[config.mk]
export PLATFORM = sky130hd
export DESIGN_NAME = lqm_regs
export DESIGN_NICKNAME = d
export VERILOG_FILES = /design/src/lqm_pkg.sv /design/src/lqm_regs.sv /design/src/lqm_ahb.sv /design/src/lqm_thr_check.sv
export SDC_FILE = /design/constraint.sdc
export NUM_CORES = 1
export LEC_CHECK = 0
export ABC_AREA = 1
export ABC_CLOCK_PERIOD_IN_PS = 4300
export BUFFER_PORTS_ARGS = -buffer_cell sky130_fd_sc_hd__buf_2
export CAP_MARGIN = 20
export CORE_MARGIN = 2
export CORE_UTILIZATION = 42
export DETAILED_ROUTE_END_ITERATION = 7
export PLACE_DENSITY = 0.65
export REMOVE_ABC_BUFFERS = 1
export SETUP_SLACK_MARGIN = 0.4
export SLEW_MARGIN = 0
export SYNTH_ARGS = -nofsm -noshare
export SYNTH_HDL_FRONTEND = slang
export SYNTH_HIERARCHICAL = 1
export SYNTH_SLANG_ARGS = --single-unit
export TNS_END_PERCENT = 30
[constraint.sdc]
create_clock -name hclk -period 4.3 [get_ports hclk]
set_input_delay 0.43 -clock hclk [delete_from_list [all_inputs] [get_ports hclk]]
set_output_delay 0.43 -clock hclk [all_outputs]
set_load 0.01 [all_outputs]
[src/lqm_pkg.sv]
// lqm_pkg: constants and carrier types of the link quality monitor registers
// assumes a word-wide AHB-Lite register bus; index = byte address / 4
package lqm_pkg;

    // register indices (byte address is four times the index)
    localparam logic [7:0] IDX_INT_CTRL  = 8'h12;
    localparam logic [7:0] IDX_PAGE      = 8'h13;
    localparam logic [7:0] IDX_TIME_CTRL = 8'h14;
    localparam logic [7:0] IDX_SUBLAYER  = 8'h16;
    localparam logic [7:0] IDX_MON1      = 8'h1C;
    localparam logic [7:0] IDX_MON2      = 8'h1D;
    localparam logic [7:0] IDX_DATA      = 8'h1E;
    localparam logic [7:0] IDX_IRQ_STAT  = 8'h30;
    localparam logic [7:0] IDX_IRQ_MASK  = 8'h31;

    // page numbers
    localparam logic [2:0] PAGE_QUAL = 3'h2;
    localparam logic [2:0] PAGE_TIME = 3'h4;

    // data register fields
    localparam int DATA_SAMPLE_BIT = 13;
    localparam int DATA_WSTB_BIT   = 12;
    localparam int DATA_PSEL_LSB   = 9;
    localparam int DATA_TSEL_BIT   = 8;
    localparam logic [7:0] THR_RESET = 8'h80;

    // parameter select codes
    localparam logic [2:0] PSEL_FOFF = 3'h3;
    localparam logic [2:0] PSEL_FCTL = 3'h4;
    localparam logic [2:0] PSEL_VAR  = 3'h5;
    localparam int         NUM_THR   = 12;

    // monitor / control fields
    localparam int MON1_EN_BIT      = 15;
    localparam int MON1_WARN_W      = 10;
    localparam int MON2_RESTART_BIT = 10;
    localparam int MON2_VARWARN_BIT = 1;
    localparam int SUBL_SDOPT_BIT   = 8;
    localparam int INTC_LQ_EN_BIT   = 0;
    localparam logic [15:0] TIME_CTRL_MASK = 16'h1FFF;

    // sticky interrupt status bits
    localparam int IRQ_LQ  = 0;
    localparam int IRQ_RST = 1;
    localparam int IRQ_W   = 2;

    // live DSP parameters seen by the monitor
    typedef struct packed {
        logic [31:0] variance;
        logic [7:0]  fctl;
        logic [7:0]  foff;
        logic [7:0]  blw;
        logic [7:0]  agc;
        logic [7:0]  c1;
    } lqm_dsp_t;

    // one register access, valid for a single cycle
    typedef struct packed {
        logic        wr;
        logic        rd;
        logic [7:0]  idx;
        logic [15:0] wdata;
    } lqm_req_t;

endpackage

[src/lqm_regs.sv]
// lqm_regs: link quality monitor register bank with threshold store,
// parameter sampling, warnings, interrupt re-arm and automatic DSP restart
// assumes one 250 MHz management clock; DSP parameter inputs are synchronous
`timescale 1ns/1ps

module lqm_regs
    import lqm_pkg::*;
(
    // clock and reset
    input  wire logic        hclk,
    input  wire logic        hresetn,
    // AHB-Lite slave
    input  wire logic        hsel,
    input  wire logic [31:0] haddr,
    input  wire logic [1:0]  htrans,
    input  wire logic        hwrite,
    input  wire logic [2:0]  hsize,
    input  wire logic [31:0] hwdata,
    input  wire logic        hready,
    output logic             hreadyout,
    output logic             hresp,
    output logic [31:0]      hrdata,
    // DSP side
    input  lqm_dsp_t         dsp,
    output logic             dsp_restart,
    output logic             link_status_drop,
    output logic [15:0]      time_ctrl,
    // interrupt
    output logic             irq
);

    lqm_req_t                      req;
    logic [15:0]                   rdata;
    logic [NUM_THR-1:0][7:0]       thr_reg;
    logic [MON1_WARN_W:0]          viol;
    logic [MON1_WARN_W:0]          viol_d_reg;
    logic [MON1_WARN_W:0]          viol_rise;
    logic                          sample_en_reg;
    logic [2:0]                    psel_reg;
    logic                          tsel_reg;
    logic [7:0]                    tdata_reg;
    logic [7:0]                    sample_reg;
    logic [2:0]                    page_reg;
    logic                          mon_en_reg;
    logic [MON1_WARN_W-1:0]        warn_reg;
    logic                          restart_en_reg;
    logic                          var_warn_reg;
    logic                          armed_reg;
    logic                          armed_next;
    logic                          lq_int_en_reg;
    logic                          sd_opt_reg;
    logic [15:0]                   time_ctrl_reg;
    logic [IRQ_W-1:0]              irq_stat_reg;
    logic [IRQ_W-1:0]              irq_mask_reg;
    logic [IRQ_W-1:0]              irq_set;
    logic                          dsp_restart_reg;
    logic                          link_drop_reg;

    // threshold index from parameter and low/high select
    function automatic logic [3:0] thr_index(input logic [2:0] p,
                                             input logic t);
        thr_index = {p, t};
    endfunction

    // paged register decode honours the current page; page, interrupt and sublayer registers decode on every page
    function automatic logic hit(input logic [7:0] i, input logic [7:0] r,
                                 input logic [2:0] pg, input logic [2:0] want);
        hit = (i == r) && (pg == want);
    endfunction

    lqm_ahb u_ahb (
        .hclk      (hclk),
        .hresetn   (hresetn),
        .hsel      (hsel),
        .haddr     (haddr),
        .htrans    (htrans),
        .hwrite    (hwrite),
        .hwdata    (hwdata),
        .hready    (hready),
        .hreadyout (hreadyout),
        .hresp     (hresp),
        .hrdata    (hrdata),
        .req       (req),
        .rdata     (rdata)
    );

    lqm_thr_check u_chk (
        .hclk    (hclk),
        .hresetn (hresetn),
        .thr     (thr_reg),
        .dsp     (dsp),
        .viol    (viol)
    );

    wire wr_data  = req.wr && hit(req.idx, IDX_DATA, page_reg, PAGE_QUAL);
    wire wr_mon1  = req.wr && hit(req.idx, IDX_MON1, page_reg, PAGE_QUAL);
    wire wr_mon2  = req.wr && hit(req.idx, IDX_MON2, page_reg, PAGE_QUAL);
    wire rd_mon1  = req.rd && hit(req.idx, IDX_MON1, page_reg, PAGE_QUAL);
    wire rd_mon2  = req.rd && hit(req.idx, IDX_MON2, page_reg, PAGE_QUAL);
    wire wr_time  = req.wr && hit(req.idx, IDX_TIME_CTRL, page_reg, PAGE_TIME);
    wire wr_page  = req.wr && req.idx == IDX_PAGE;
    wire wr_intc  = req.wr && req.idx == IDX_INT_CTRL;
    wire wr_subl  = req.wr && req.idx == IDX_SUBLAYER;
    wire wr_istat = req.wr && req.idx == IDX_IRQ_STAT;
    wire wr_imask = req.wr && req.idx == IDX_IRQ_MASK;
    wire wr_thr   = wr_data && req.wdata[DATA_WSTB_BIT]
                    && !req.wdata[DATA_SAMPLE_BIT];
    wire [3:0] wsel = thr_index(req.wdata[DATA_PSEL_LSB +: 3],
                                req.wdata[DATA_TSEL_BIT]);
    wire [3:0] rsel = thr_index(psel_reg, tsel_reg);

    // data register fields
    always_ff @(posedge hclk or negedge hresetn)
    begin
        if (!hresetn)
        begin
            sample_en_reg <= 1'b0;
            psel_reg      <= 3'h0;
            tsel_reg      <= 1'b0;
            tdata_reg     <= THR_RESET;
        end
        else if (wr_data)
        begin
            sample_en_reg <= req.wdata[DATA_SAMPLE_BIT];
            psel_reg      <= req.wdata[DATA_PSEL_LSB +: 3];
            tsel_reg      <= req.wdata[DATA_TSEL_BIT];
            tdata_reg     <= req.wdata[7:0];
        end
    end

    // threshold store; codes beyond the last threshold are dropped
    always_ff @(posedge hclk or negedge hresetn)
    begin
        if (!hresetn)
            thr_reg <= {NUM_THR{THR_RESET}};
        else if (wr_thr && wsel < 4'(NUM_THR))
            thr_reg[wsel] <= req.wdata[7:0];
    end

    // parameter value taken when a write sets the sample bit
    function automatic logic [7:0] live_param(input lqm_dsp_t d,
                                              input logic [2:0] p,
                                              input logic t);
        unique case (p)
            3'h0:      live_param = d.c1;
            3'h1:      live_param = d.agc;
            3'h2:      live_param = d.blw;
            PSEL_FOFF: live_param = d.foff;
            PSEL_FCTL: live_param = d.fctl;
            PSEL_VAR:  live_param = t ? d.variance[31:24] : d.variance[23:16];
            default:   live_param = 8'h00;
        endcase
    endfunction

    always_ff @(posedge hclk or negedge hresetn)
    begin
        if (!hresetn)
            sample_reg <= 8'h00;
        else if (wr_data && req.wdata[DATA_SAMPLE_BIT])
            sample_reg <= live_param(dsp, req.wdata[DATA_PSEL_LSB +: 3],
                                     req.wdata[DATA_TSEL_BIT]);
    end

    // page, interrupt control, sublayer option and time protocol page
    always_ff @(posedge hclk or negedge hresetn)
    begin
        if (!hresetn)
        begin
            page_reg      <= 3'h0;
            lq_int_en_reg <= 1'b0;
            sd_opt_reg    <= 1'b0;
            time_ctrl_reg <= 16'h0000;
        end
        else
        begin
            if (wr_page)
                page_reg <= req.wdata[2:0];
            if (wr_intc)
                lq_int_en_reg <= req.wdata[INTC_LQ_EN_BIT];
            if (wr_subl)
                sd_opt_reg <= req.wdata[SUBL_SDOPT_BIT];
            if (wr_time)
                time_ctrl_reg <= req.wdata & TIME_CTRL_MASK;
        end
    end

    // violation edges; a level violation raises one event only
    always_ff @(posedge hclk or negedge hresetn)
    begin
        if (!hresetn)
            viol_d_reg <= '0;
        else
            viol_d_reg <= viol;
    end
    assign viol_rise = viol & ~viol_d_reg & {(MON1_WARN_W + 1){mon_en_reg}};

    // monitor 1: enable and sticky warnings, cleared on read
    always_ff @(posedge hclk or negedge hresetn)
    begin
        if (!hresetn)
        begin
            mon_en_reg <= 1'b0;
            warn_reg   <= '0;
        end
        else
        begin
            if (wr_mon1)
                mon_en_reg <= req.wdata[MON1_EN_BIT];
            warn_reg <= (rd_mon1 ? '0 : warn_reg)
                        | viol_rise[MON1_WARN_W-1:0];
        end
    end

    // monitor 2: restart control and variance warning
    always_ff @(posedge hclk or negedge hresetn)
    begin
        if (!hresetn)
        begin
            restart_en_reg <= 1'b0;
            var_warn_reg   <= 1'b0;
        end
        else
        begin
            if (wr_mon2)
                restart_en_reg <= req.wdata[MON2_RESTART_BIT];
            // set wins over clear-on-read
            var_warn_reg <= (var_warn_reg && !rd_mon2)
                            || viol_rise[MON1_WARN_W];
        end
    end

    // arming: events disarm, only a monitor 1 read re-arms
    wire lq_event = armed_reg && lq_int_en_reg && (|viol_rise);
    assign armed_next = (armed_reg && !lq_event) || rd_mon1;
    always_ff @(posedge hclk or negedge hresetn)
    begin
        if (!hresetn)
            armed_reg <= 1'b1;
        else
            armed_reg <= armed_next;
    end

    // automatic restart on a frequency offset violation
    wire foff_rise = |viol_rise[2*PSEL_FOFF +: 2];
    always_ff @(posedge hclk or negedge hresetn)
    begin
        if (!hresetn)
        begin
            dsp_restart_reg <= 1'b0;
            link_drop_reg   <= 1'b0;
        end
        else
        begin
            dsp_restart_reg <= foff_rise && restart_en_reg;
            link_drop_reg   <= foff_rise && restart_en_reg
                               && !sd_opt_reg;
        end
    end

    // sticky interrupt status, write one to clear, set wins
    assign irq_set = {dsp_restart_reg, lq_event};
    always_ff @(posedge hclk or negedge hresetn)
    begin
        if (!hresetn)
        begin
            irq_stat_reg <= '0;
            irq_mask_reg <= '0;
        end
        else
        begin
            irq_stat_reg <= (irq_stat_reg & ~(wr_istat ? req.wdata[IRQ_W-1:0]
                            : '0)) | irq_set;
            if (wr_imask)
                irq_mask_reg <= req.wdata[IRQ_W-1:0];
        end
    end

    // read mux; reserved bits and the strobe read as zero
    always_comb
    begin
        rdata = 16'h0000;
        if (req.idx == IDX_PAGE)
            rdata[2:0] = page_reg;
        else if (req.idx == IDX_INT_CTRL)
            rdata[INTC_LQ_EN_BIT] = lq_int_en_reg;
        else if (req.idx == IDX_SUBLAYER)
            rdata[SUBL_SDOPT_BIT] = sd_opt_reg;
        else if (req.idx == IDX_IRQ_STAT)
            rdata[IRQ_W-1:0] = irq_stat_reg;
        else if (req.idx == IDX_IRQ_MASK)
            rdata[IRQ_W-1:0] = irq_mask_reg;
        else if (hit(req.idx, IDX_TIME_CTRL, page_reg, PAGE_TIME))
            rdata = time_ctrl_reg;
        else if (hit(req.idx, IDX_MON1, page_reg, PAGE_QUAL))
        begin
            rdata[MON1_EN_BIT] = mon_en_reg;
            rdata[MON1_WARN_W-1:0] = warn_reg;
        end
        else if (hit(req.idx, IDX_MON2, page_reg, PAGE_QUAL))
        begin
            rdata[MON2_RESTART_BIT] = restart_en_reg;
            rdata[MON2_VARWARN_BIT] = var_warn_reg;
        end
        else if (hit(req.idx, IDX_DATA, page_reg, PAGE_QUAL))
        begin
            rdata[DATA_SAMPLE_BIT] = sample_en_reg;
            rdata[DATA_PSEL_LSB +: 3] = psel_reg;
            rdata[DATA_TSEL_BIT] = tsel_reg;
            // unused codes read the reset value
            rdata[7:0] = sample_en_reg ? sample_reg
                       : (rsel < 4'(NUM_THR) ? thr_reg[rsel]
                       : THR_RESET);
        end
    end

    assign dsp_restart      = dsp_restart_reg;
    assign link_status_drop = link_drop_reg;
    assign time_ctrl        = time_ctrl_reg;
    assign irq              = |(irq_stat_reg & irq_mask_reg);

    // checks
    wire rd_data = req.rd && hit(req.idx, IDX_DATA, page_reg, PAGE_QUAL);
endmodule

[src/lqm_ahb.sv]
// lqm_ahb: AHB-Lite slave front end, one wait state on every transfer
// assumes single word transfers; the register file answers within a cycle
`timescale 1ns/1ps
module lqm_ahb
    import lqm_pkg::*;
(
    // clock and reset
    input  wire logic        hclk,
    input  wire logic        hresetn,
    // AHB-Lite slave
    input  wire logic        hsel,
    input  wire logic [31:0] haddr,
    input  wire logic [1:0]  htrans,
    input  wire logic        hwrite,
    input  wire logic [31:0] hwdata,
    input  wire logic        hready,
    output logic             hreadyout,
    output logic             hresp,
    output logic [31:0]      hrdata,
    // register file side
    output lqm_req_t         req,
    input  wire logic [15:0] rdata
);

    logic       busy_reg;
    logic       wr_reg;
    logic [7:0] idx_reg;
    logic [31:0] hrdata_reg;

    wire accept = hsel && htrans[1] && hready;

    always_ff @(posedge hclk or negedge hresetn)
    begin
        if (!hresetn)
        begin
            busy_reg <= 1'b0;
            wr_reg   <= 1'b0;
            idx_reg  <= 8'h00;
        end
        else
        begin
            busy_reg <= accept;
            if (accept)
            begin
                wr_reg  <= hwrite;
                idx_reg <= haddr[9:2];
            end
        end
    end

    // read data caught in the wait cycle so hrdata comes from a flop
    always_ff @(posedge hclk or negedge hresetn)
    begin
        if (!hresetn)
            hrdata_reg <= 32'h0000_0000;
        else if (busy_reg && !wr_reg)
            hrdata_reg <= {16'h0000, rdata};
    end

    assign req.wr    = busy_reg && wr_reg;
    assign req.rd    = busy_reg && !wr_reg;
    assign req.idx   = idx_reg;
    assign req.wdata = hwdata[15:0];
    assign hreadyout = !busy_reg;
    assign hresp     = 1'b0;
    assign hrdata    = hrdata_reg;

endmodule

[src/lqm_thr_check.sv]
// lqm_thr_check: compares live DSP parameters against the thresholds
// assumes thresholds ordered {param, low/high}; outputs are registered
`timescale 1ns/1ps
module lqm_thr_check
    import lqm_pkg::*;
(
    // clock and reset
    input  wire logic                       hclk,
    input  wire logic                       hresetn,
    // inputs
    input  wire logic [NUM_THR-1:0][7:0]    thr,
    input  lqm_dsp_t                        dsp,
    // violations: [9:0] low/high of params 0..4, [10] variance high
    output logic [MON1_WARN_W:0]            viol
);

    // 1 when value leaves the band [lo, hi]
    function automatic logic [1:0] band(input logic [7:0] v,
                                        input logic [7:0] lo,
                                        input logic [7:0] hi);
        band = {v > hi, v < lo};
    endfunction

    always_ff @(posedge hclk or negedge hresetn)
    begin
        if (!hresetn)
            viol <= '0;
        else
        begin
            viol[1:0] <= band(dsp.c1,   thr[0], thr[1]);
            viol[3:2] <= band(dsp.agc,  thr[2], thr[3]);
            viol[5:4] <= band(dsp.blw,  thr[4], thr[5]);
            viol[7:6] <= band(dsp.foff, thr[6], thr[7]);
            viol[9:8] <= band(dsp.fctl, thr[8], thr[9]);
            // variance has only a high limit, bits 31:16
            viol[MON1_WARN_W] <= dsp.variance[31:16] > {thr[11], thr[10]};
        end
    end

endmodule

==> reports/results.ini, run 1 <==
[run_status]
status = finished clean

[worst_setup_path]
crit_path_cell_trace = inv_1 > nand2_1 > nor4_1 > nand2_1 > inv_1 > nand2_1 > nand2_1 > o21ai_0
cpMostUsedCell = nand2_1
cp_slowest_cell = nand2_1
critPathCaptureType = flip-flop
crit_arrival_ps = 2980
startpoint_type = flip-flop
worstPathMaxFanout = 26
slowest_delay_ps = 550
crit_type = reg -> reg
worstPathRequired_ps = 4600

[floorplan]
io-pin-count = 199
core_um2 = 27710
fp.dieH_um = 171.3
die_x_um = 171.3
placementRows = 61
dieArea_um2 = 29350
initial_core_util = 0.4244

[timing]
setup_viol = 0
setup_tns_ps = 0
finClkSkew_ps = 10.79
period_needed_ps = 2679
drv_slew = 0
hold_ws_ps = 27.40
post-route-period-util = 0.6230
clock.fmax_ghz = 0.3733
slew_headroom = 0.3782
rsz0062_at_grt = no
finalWorstSetupSlack_ps = 1621
hold_viol = 0
worst_pin_slew_ps = 931.7

[detailed_routing]
wire_per_inst_um = 17.24
dr.pass1.iters = 7
ant_nets = 0
drtIter0Drc = 934
vias = 10283
viasPerCell = 5.136
drc_errors = 0
routed_wirelength_um = 34510

[clock_tree]
cts_buffers = 17
cts_max_level = 4
cts_root_buf = clkbuf_16
post-cts-setup-buffers = 0
ctsHoldBuffers = 0
clk_latency_ps = 450
ctsResizeCount = 0
cts_max_path_buffers = 2
clk_pin_slew_worst_paths_ps = 80
cts.sink_count = 195
cts_tree = yes

[placement]
place_congestion = 0.8841
dp_hpwl_um = 25270
portBuffers = 117
dp_cells = 1971
dpl_worst_slack_ps = 1651

[yosys]
synthCells = 1537
ys_warn_count = 6
avgSynthCellArea_um2 = 7.650
syn-cell-area_um2 = 11760

[layout]
final_layout_size_suffix_gt1_frac = 0.1250
layout_common_cells = nand2_1 (373), inv_1 (224), dfrtp_1 (182), a21oi_1 (123), nor2_1 (118)
largest_register_ff_count = 96
instances_no_fill = 2002
final_common_cell = nand2_1
synthToLayoutAreaGrowth_pct = 10.68
num_antenna_cells = 0
final_nets = 1849

[power]
p_seq_frac = 0.488
power_frac_clock = 0.410
power.switching_mw = 1.092
irDropWorstVdd_v = 0.0001866
p_sw_frac = 0.2790
power.internal_mw = 2.821
p_comb_frac = 0.102
power.density_nw_per_um2 = 300.7
p_leak_nw = 6.603
power_mw = 3.913

[global_route]
grt_max_degree = 90
grt.overflow.total = 0
grt_pass1_vias = 9544
grt_antenna_before_repair = 0
track_usage = 0.2406
grt_pass1_wl_um = 53270

[flow_run]
maxCapViolations = 0

[min_path]
hp-class = in -> async

## worst paths after layout
path | startpoint | to | slack, ps | depth (start not counted)
max | u_ahb/idx_reg[0]$_DFFE_PN0P_ | time_ctrl[9]$_DFFE_PN0P_ | 1620 | 8
min | hresetn | u_ahb/idx_reg[4]$_DFFE_PN0P_ | 30 | 1
max reg2reg | u_ahb/idx_reg[0]$_DFFE_PN0P_ | time_ctrl[9]$_DFFE_PN0P_ | 1620 | 8
min reg2reg | u_chk/viol[1]$_DFF_PN0_ | viol_d_reg[1]$_DFF_PN0_ | 380 | 0
max in group asynchronous | hresetn | warn_reg[4]$_DFF_PN0_ | 3090 | 2
min in group hclk | hwrite | u_ahb/wr_reg$_DFFE_PN0P_ | 230 | 3
## area by class of cell
type	count	area, µm²
Fill cell	2795	14690
Multi-Input combinational cell	1038	5525
Sequential cell	195	4896
Inverter	235	882.1
Timing Repair Buffer	125	666.9
Tap cell	378	473.0
Clock buffer	18	429.2
Clock inverter	13	142.6
## through the flow
| stage | cell area [µm²] | util |
|---|---|---|
| detailed placement | 12440 | 0.4491 |
| global route | 13020 | 0.4698 |
| global placement | 12440 | 0.4491 |
| CTS | 13020 | 0.4698 |
| finish | 13020 | 0.4698 |
| floorplan | 11300 | - |
## worst max-delay path: cells and delay by family (launching register included)
family                 cells  cell delay, ps
AOI/OAI and AO/OA          1             100
buffers and inverters      2             580
DFF                        1             470
and+or+nand+nor            5            1370
## per-layer routing
metal / global-route usage / vias to the layer above / share of wire
li1: - / 5048 / -
met1: 0.3377 / 4794 / 0.45
met2: 0.3881 / 399 / 0.46
met3: 0.03474 / 42 / 0.069
met4: 0.06780 / 0 / 0.021
met5: 0 / - / 0
## power by group through the flow
stage	Combinational (mW)	Sequential (mW)	Clock [mW]
floorplan	0.203	1.94	0
global placement	0.390	1.94	0
detailed placement	0.398	1.94	0
CTS	0.400	1.91	1.61
global route	0.454	1.92	1.69
finish	0.401	1.91	1.60
Note: power is estimated with default switching activity, not from simulation.
==> run 2: changes to the inputs <==
--- a/config.mk
+++ b/config.mk
@@ -6,7 +6,7 @@
 export NUM_CORES = 1
 export LEC_CHECK = 0
 export ABC_AREA = 1
-export ABC_CLOCK_PERIOD_IN_PS = 4300
+export ABC_CLOCK_PERIOD_IN_PS = 2650
 export BUFFER_PORTS_ARGS = -buffer_cell sky130_fd_sc_hd__buf_2
 export CAP_MARGIN = 20
 export CORE_MARGIN = 2
==> constraint.sdc (replaced) <==
create_clock -name hclk -period 2.65 [get_ports hclk]
set_input_delay 0.265 -clock hclk [delete_from_list [all_inputs] [get_ports hclk]]
set_output_delay 0.265 -clock hclk [all_outputs]
set_load 0.01 [all_outputs]
==> reports/results.ini, run 2 (synthesis results as in run 1) <==
[floorplan]
io-pin-count = 199  ; unchanged
fp.dieH_um = 171.3  ; unchanged
initial_core_util = 0.4244  ; unchanged
dieArea_um2 = 29350  ; unchanged
die_x_um = 171.3  ; unchanged
placementRows = 61  ; unchanged
core_um2 = 27710  ; unchanged

[timing]
post-route-period-util = 0.7971  ; was 0.6230
setup_tns_ps = 0  ; unchanged
period_needed_ps = 2112  ; was 2679 ps
hold_viol = 0  ; unchanged
finalWorstSetupSlack_ps = 537.6  ; was 1621 ps
finClkSkew_ps = 11.51  ; was 10.79 ps
worst_pin_slew_ps = 867.5  ; was 931.7 ps
hold_ws_ps = 69.29  ; was 27.40 ps
rsz0062_at_grt = yes  ; was no
clock.fmax_ghz = 0.4734  ; was 0.3733 GHz
setup_viol = 0  ; unchanged
drv_slew = 0  ; unchanged
slew_headroom = 0.4211  ; was 0.3782

[worst_setup_path]
r2r_cells = 10  ; was 8
reg2reg_slack_ps = 540  ; was 1620 ps
crit_type = reg -> reg  ; unchanged
startpoint_type = flip-flop  ; unchanged
critPathCaptureType = flip-flop  ; unchanged
worstPathRequired_ps = 2990  ; was 4600 ps
r2r_start = tsel_reg$_DFFE_PN0P_  ; was u_ahb/idx_reg[0]$_DFFE_PN0P_
crit_arrival_ps = 2450  ; was 2980 ps
worstPathMaxFanout = 19  ; was 26
startpoint = tsel_reg$_DFFE_PN0P_  ; was u_ahb/idx_reg[0]$_DFFE_PN0P_
r2r-end = u_ahb/hrdata[4]$_DFFE_PN0P_  ; was time_ctrl[9]$_DFFE_PN0P_

[layout]
final_common_cell = nand2_1  ; unchanged
fin_area_um2 = 13170  ; was 13,020 µm²
final-seq-area_um2 = 4896  ; unchanged
final_layout_size_suffix_gt1_frac = 0.1364  ; was 0.1250
num_antenna_cells = 0  ; unchanged
layout_common_cells = nand2_1 (372), inv_1 (223), dfrtp_1 (182), a21oi_1 (122), nor2_1 (118)  ; was nand2_1 (373), inv_1 (224), dfrtp_1 (182), a21oi_1 (123), nor2_1 (118)
synthToLayoutAreaGrowth_pct = 12.00  ; was 10.68%
final_nets = 1866  ; was 1,849
multi_input_area_um2 = 5532  ; was 5525 µm²
largest_register_ff_count = 96  ; unchanged
n_fill_cell = 2761  ; was 2,795

[detailed_routing]
drtIter0Drc = 987  ; was 934
drc_errors = 0  ; unchanged
viasPerCell = 5.138  ; was 5.136
wire_per_inst_um = 16.98  ; was 17.24 µm
vias = 10378  ; was 10,283
routed_wirelength_um = 34300  ; was 34,510 µm
ant_nets = 0  ; unchanged
dr.pass1.iters = 7  ; unchanged

[global_route]
grt_pass1_vias = 9632  ; was 9,544
grt_antenna_before_repair = 0  ; unchanged
grt_pass1_wl_um = 53370  ; was 53,270 µm
grt.overflow.total = 0  ; unchanged
track_usage = 0.2405  ; was 0.2406
grt_max_degree = 66  ; was 90

[power]
power.internal_mw = 4.513  ; was 2.821 mW
p_seq_frac = 0.495  ; was 0.488
irDropWorstVdd_v = 0.0004111  ; was 0.0001866 V
power.switching_mw = 1.744  ; was 1.092 mW
p_leak_nw = 6.695  ; was 6.603 nW
power.density_nw_per_um2 = 475.0  ; was 300.7 nW/µm²
power_frac_clock = 0.399  ; was 0.410
p_comb_frac = 0.105  ; was 0.102
p_sw_frac = 0.2787  ; was 0.2790
power_mw = 6.256  ; was 3.913 mW

[min_path]
hp-class = in -> reg  ; was in -> async
min_path_cells = 3
hold_end = u_ahb/wr_reg$_DFFE_PN0P_
holdCritStartpoint = hwrite

[placement]
dp_hpwl_um = 25890  ; was 25,270 µm
place_congestion = 0.8979  ; was 0.8841
portBuffers = 117  ; unchanged
dpl_worst_slack_ps = 406.4  ; was 1651 ps
dpl_cell_area_um2 = 12570  ; was 12,440 µm²

[run_status]
status = finished clean  ; unchanged

[clock_tree]
cts_root_buf = clkbuf_16  ; unchanged
cts.sink_count = 195  ; unchanged
cts_tree = yes  ; unchanged
cts_max_level = 4  ; unchanged
clk_latency_ps = 450  ; about the same
cts_max_path_buffers = 2  ; unchanged
clk_pin_slew_worst_paths_ps = 70  ; was 80 ps
cts_buffers = 17  ; unchanged

[flow_run]
maxCapViolations = 0  ; unchanged

## run 2: cell count changes in the layout (fill, tap and decap cells not counted), moves of 2 or more
| cell | delta |
|---|---|
| buf_4 | +13 |
| clkinv_2 | +4 |
| clkinv_4 | -3 |
| inv_6 | +3 |
| buf_12 | +2 |
| inv_8 | -2 |
## run 2: power groups by stage
stage / clock network [mW] / registers [mW] / logic (mW)
final: 2.50 / 3.10 / 0.659
after global placement: 0 / 3.15 / 0.638
after detailed placement: 0 / 3.16 / 0.653
after floorplan: 0 / 3.14 / 0.329
after global routing: 2.66 / 3.11 / 0.747
after CTS: 2.54 / 3.10 / 0.659
## run 2: how the worst max path moves through the flow
stage	depth (start not counted)	slack [ps]	endpoint
floorplan	13	-90	u_ahb/hrdata[1]$_DFFE_PN0P_
global placement	8	480	thr_reg[32]$_DFFE_PN0P_
detailed placement	8	410	thr_reg[38]$_DFFE_PN0P_
CTS	9	460	time_ctrl[8]$_DFFE_PN0P_
global route	9	360	sample_reg[0]$_DFFE_PN0P_
finish	10	540	u_ahb/hrdata[4]$_DFFE_PN0P_
## run 2: per-layer routing
| layer | global-route usage | up-vias | part of all wire |
|---|---|---|---|
| met5 | 0 | - | 0 |
| met4 | 0.07996 | 0 | 0.025 |
| met3 | 0.04096 | 48 | 0.069 |
| met2 | 0.3804 | 360 | 0.45 |
| met1 | 0.3352 | 4887 | 0.45 |
| li1 | - | 5083 | - |
## run 2: critical path, stage by stage, from the launching register on
cell	delay [ps]
dfrtp_1	460
inv_1	100
buf_4	230
o21ai_0	300
o211ai_1	210
nand3_1	170
nand3_1	80
o211ai_1	140
a31oi_1	170
nand2_1	100
nand2_1	50
## run 2: cell type report
| cell class | instances | share of cell area |
|---|---|---|
| clock inverter | 14 | 0.009025 |
| inverter | 235 | 0.06726 |
| sequential | 195 | 0.3717 |
| timing repair buffer | 142 | 0.06270 |
| multi-input combinational | 1038 | 0.4200 |
| tap | 378 | 0.03591 |
| clock buffer | 18 | 0.03335 |
## run 2: through the flow
stage / cells / util
6_report: 2020 / 0.4754
5_1_grt: 2020 / 0.4754
4_1_cts: 2020 / 0.4749
3_5_place_dp: 1986 / 0.4536
3_3_place_gp: 1986 / 0.4536
2_1_floorplan: 1468 / -
## run 2: repair_timing
item | in CTS | in global routing
pin swaps | 1 | 0
hold endpoints to repair | 59 | 0
resized for setup | 0 | 5
buffers inserted | 1 | 0
setup endpoints to repair | 1 | 34
hold buffers | 1 | 0
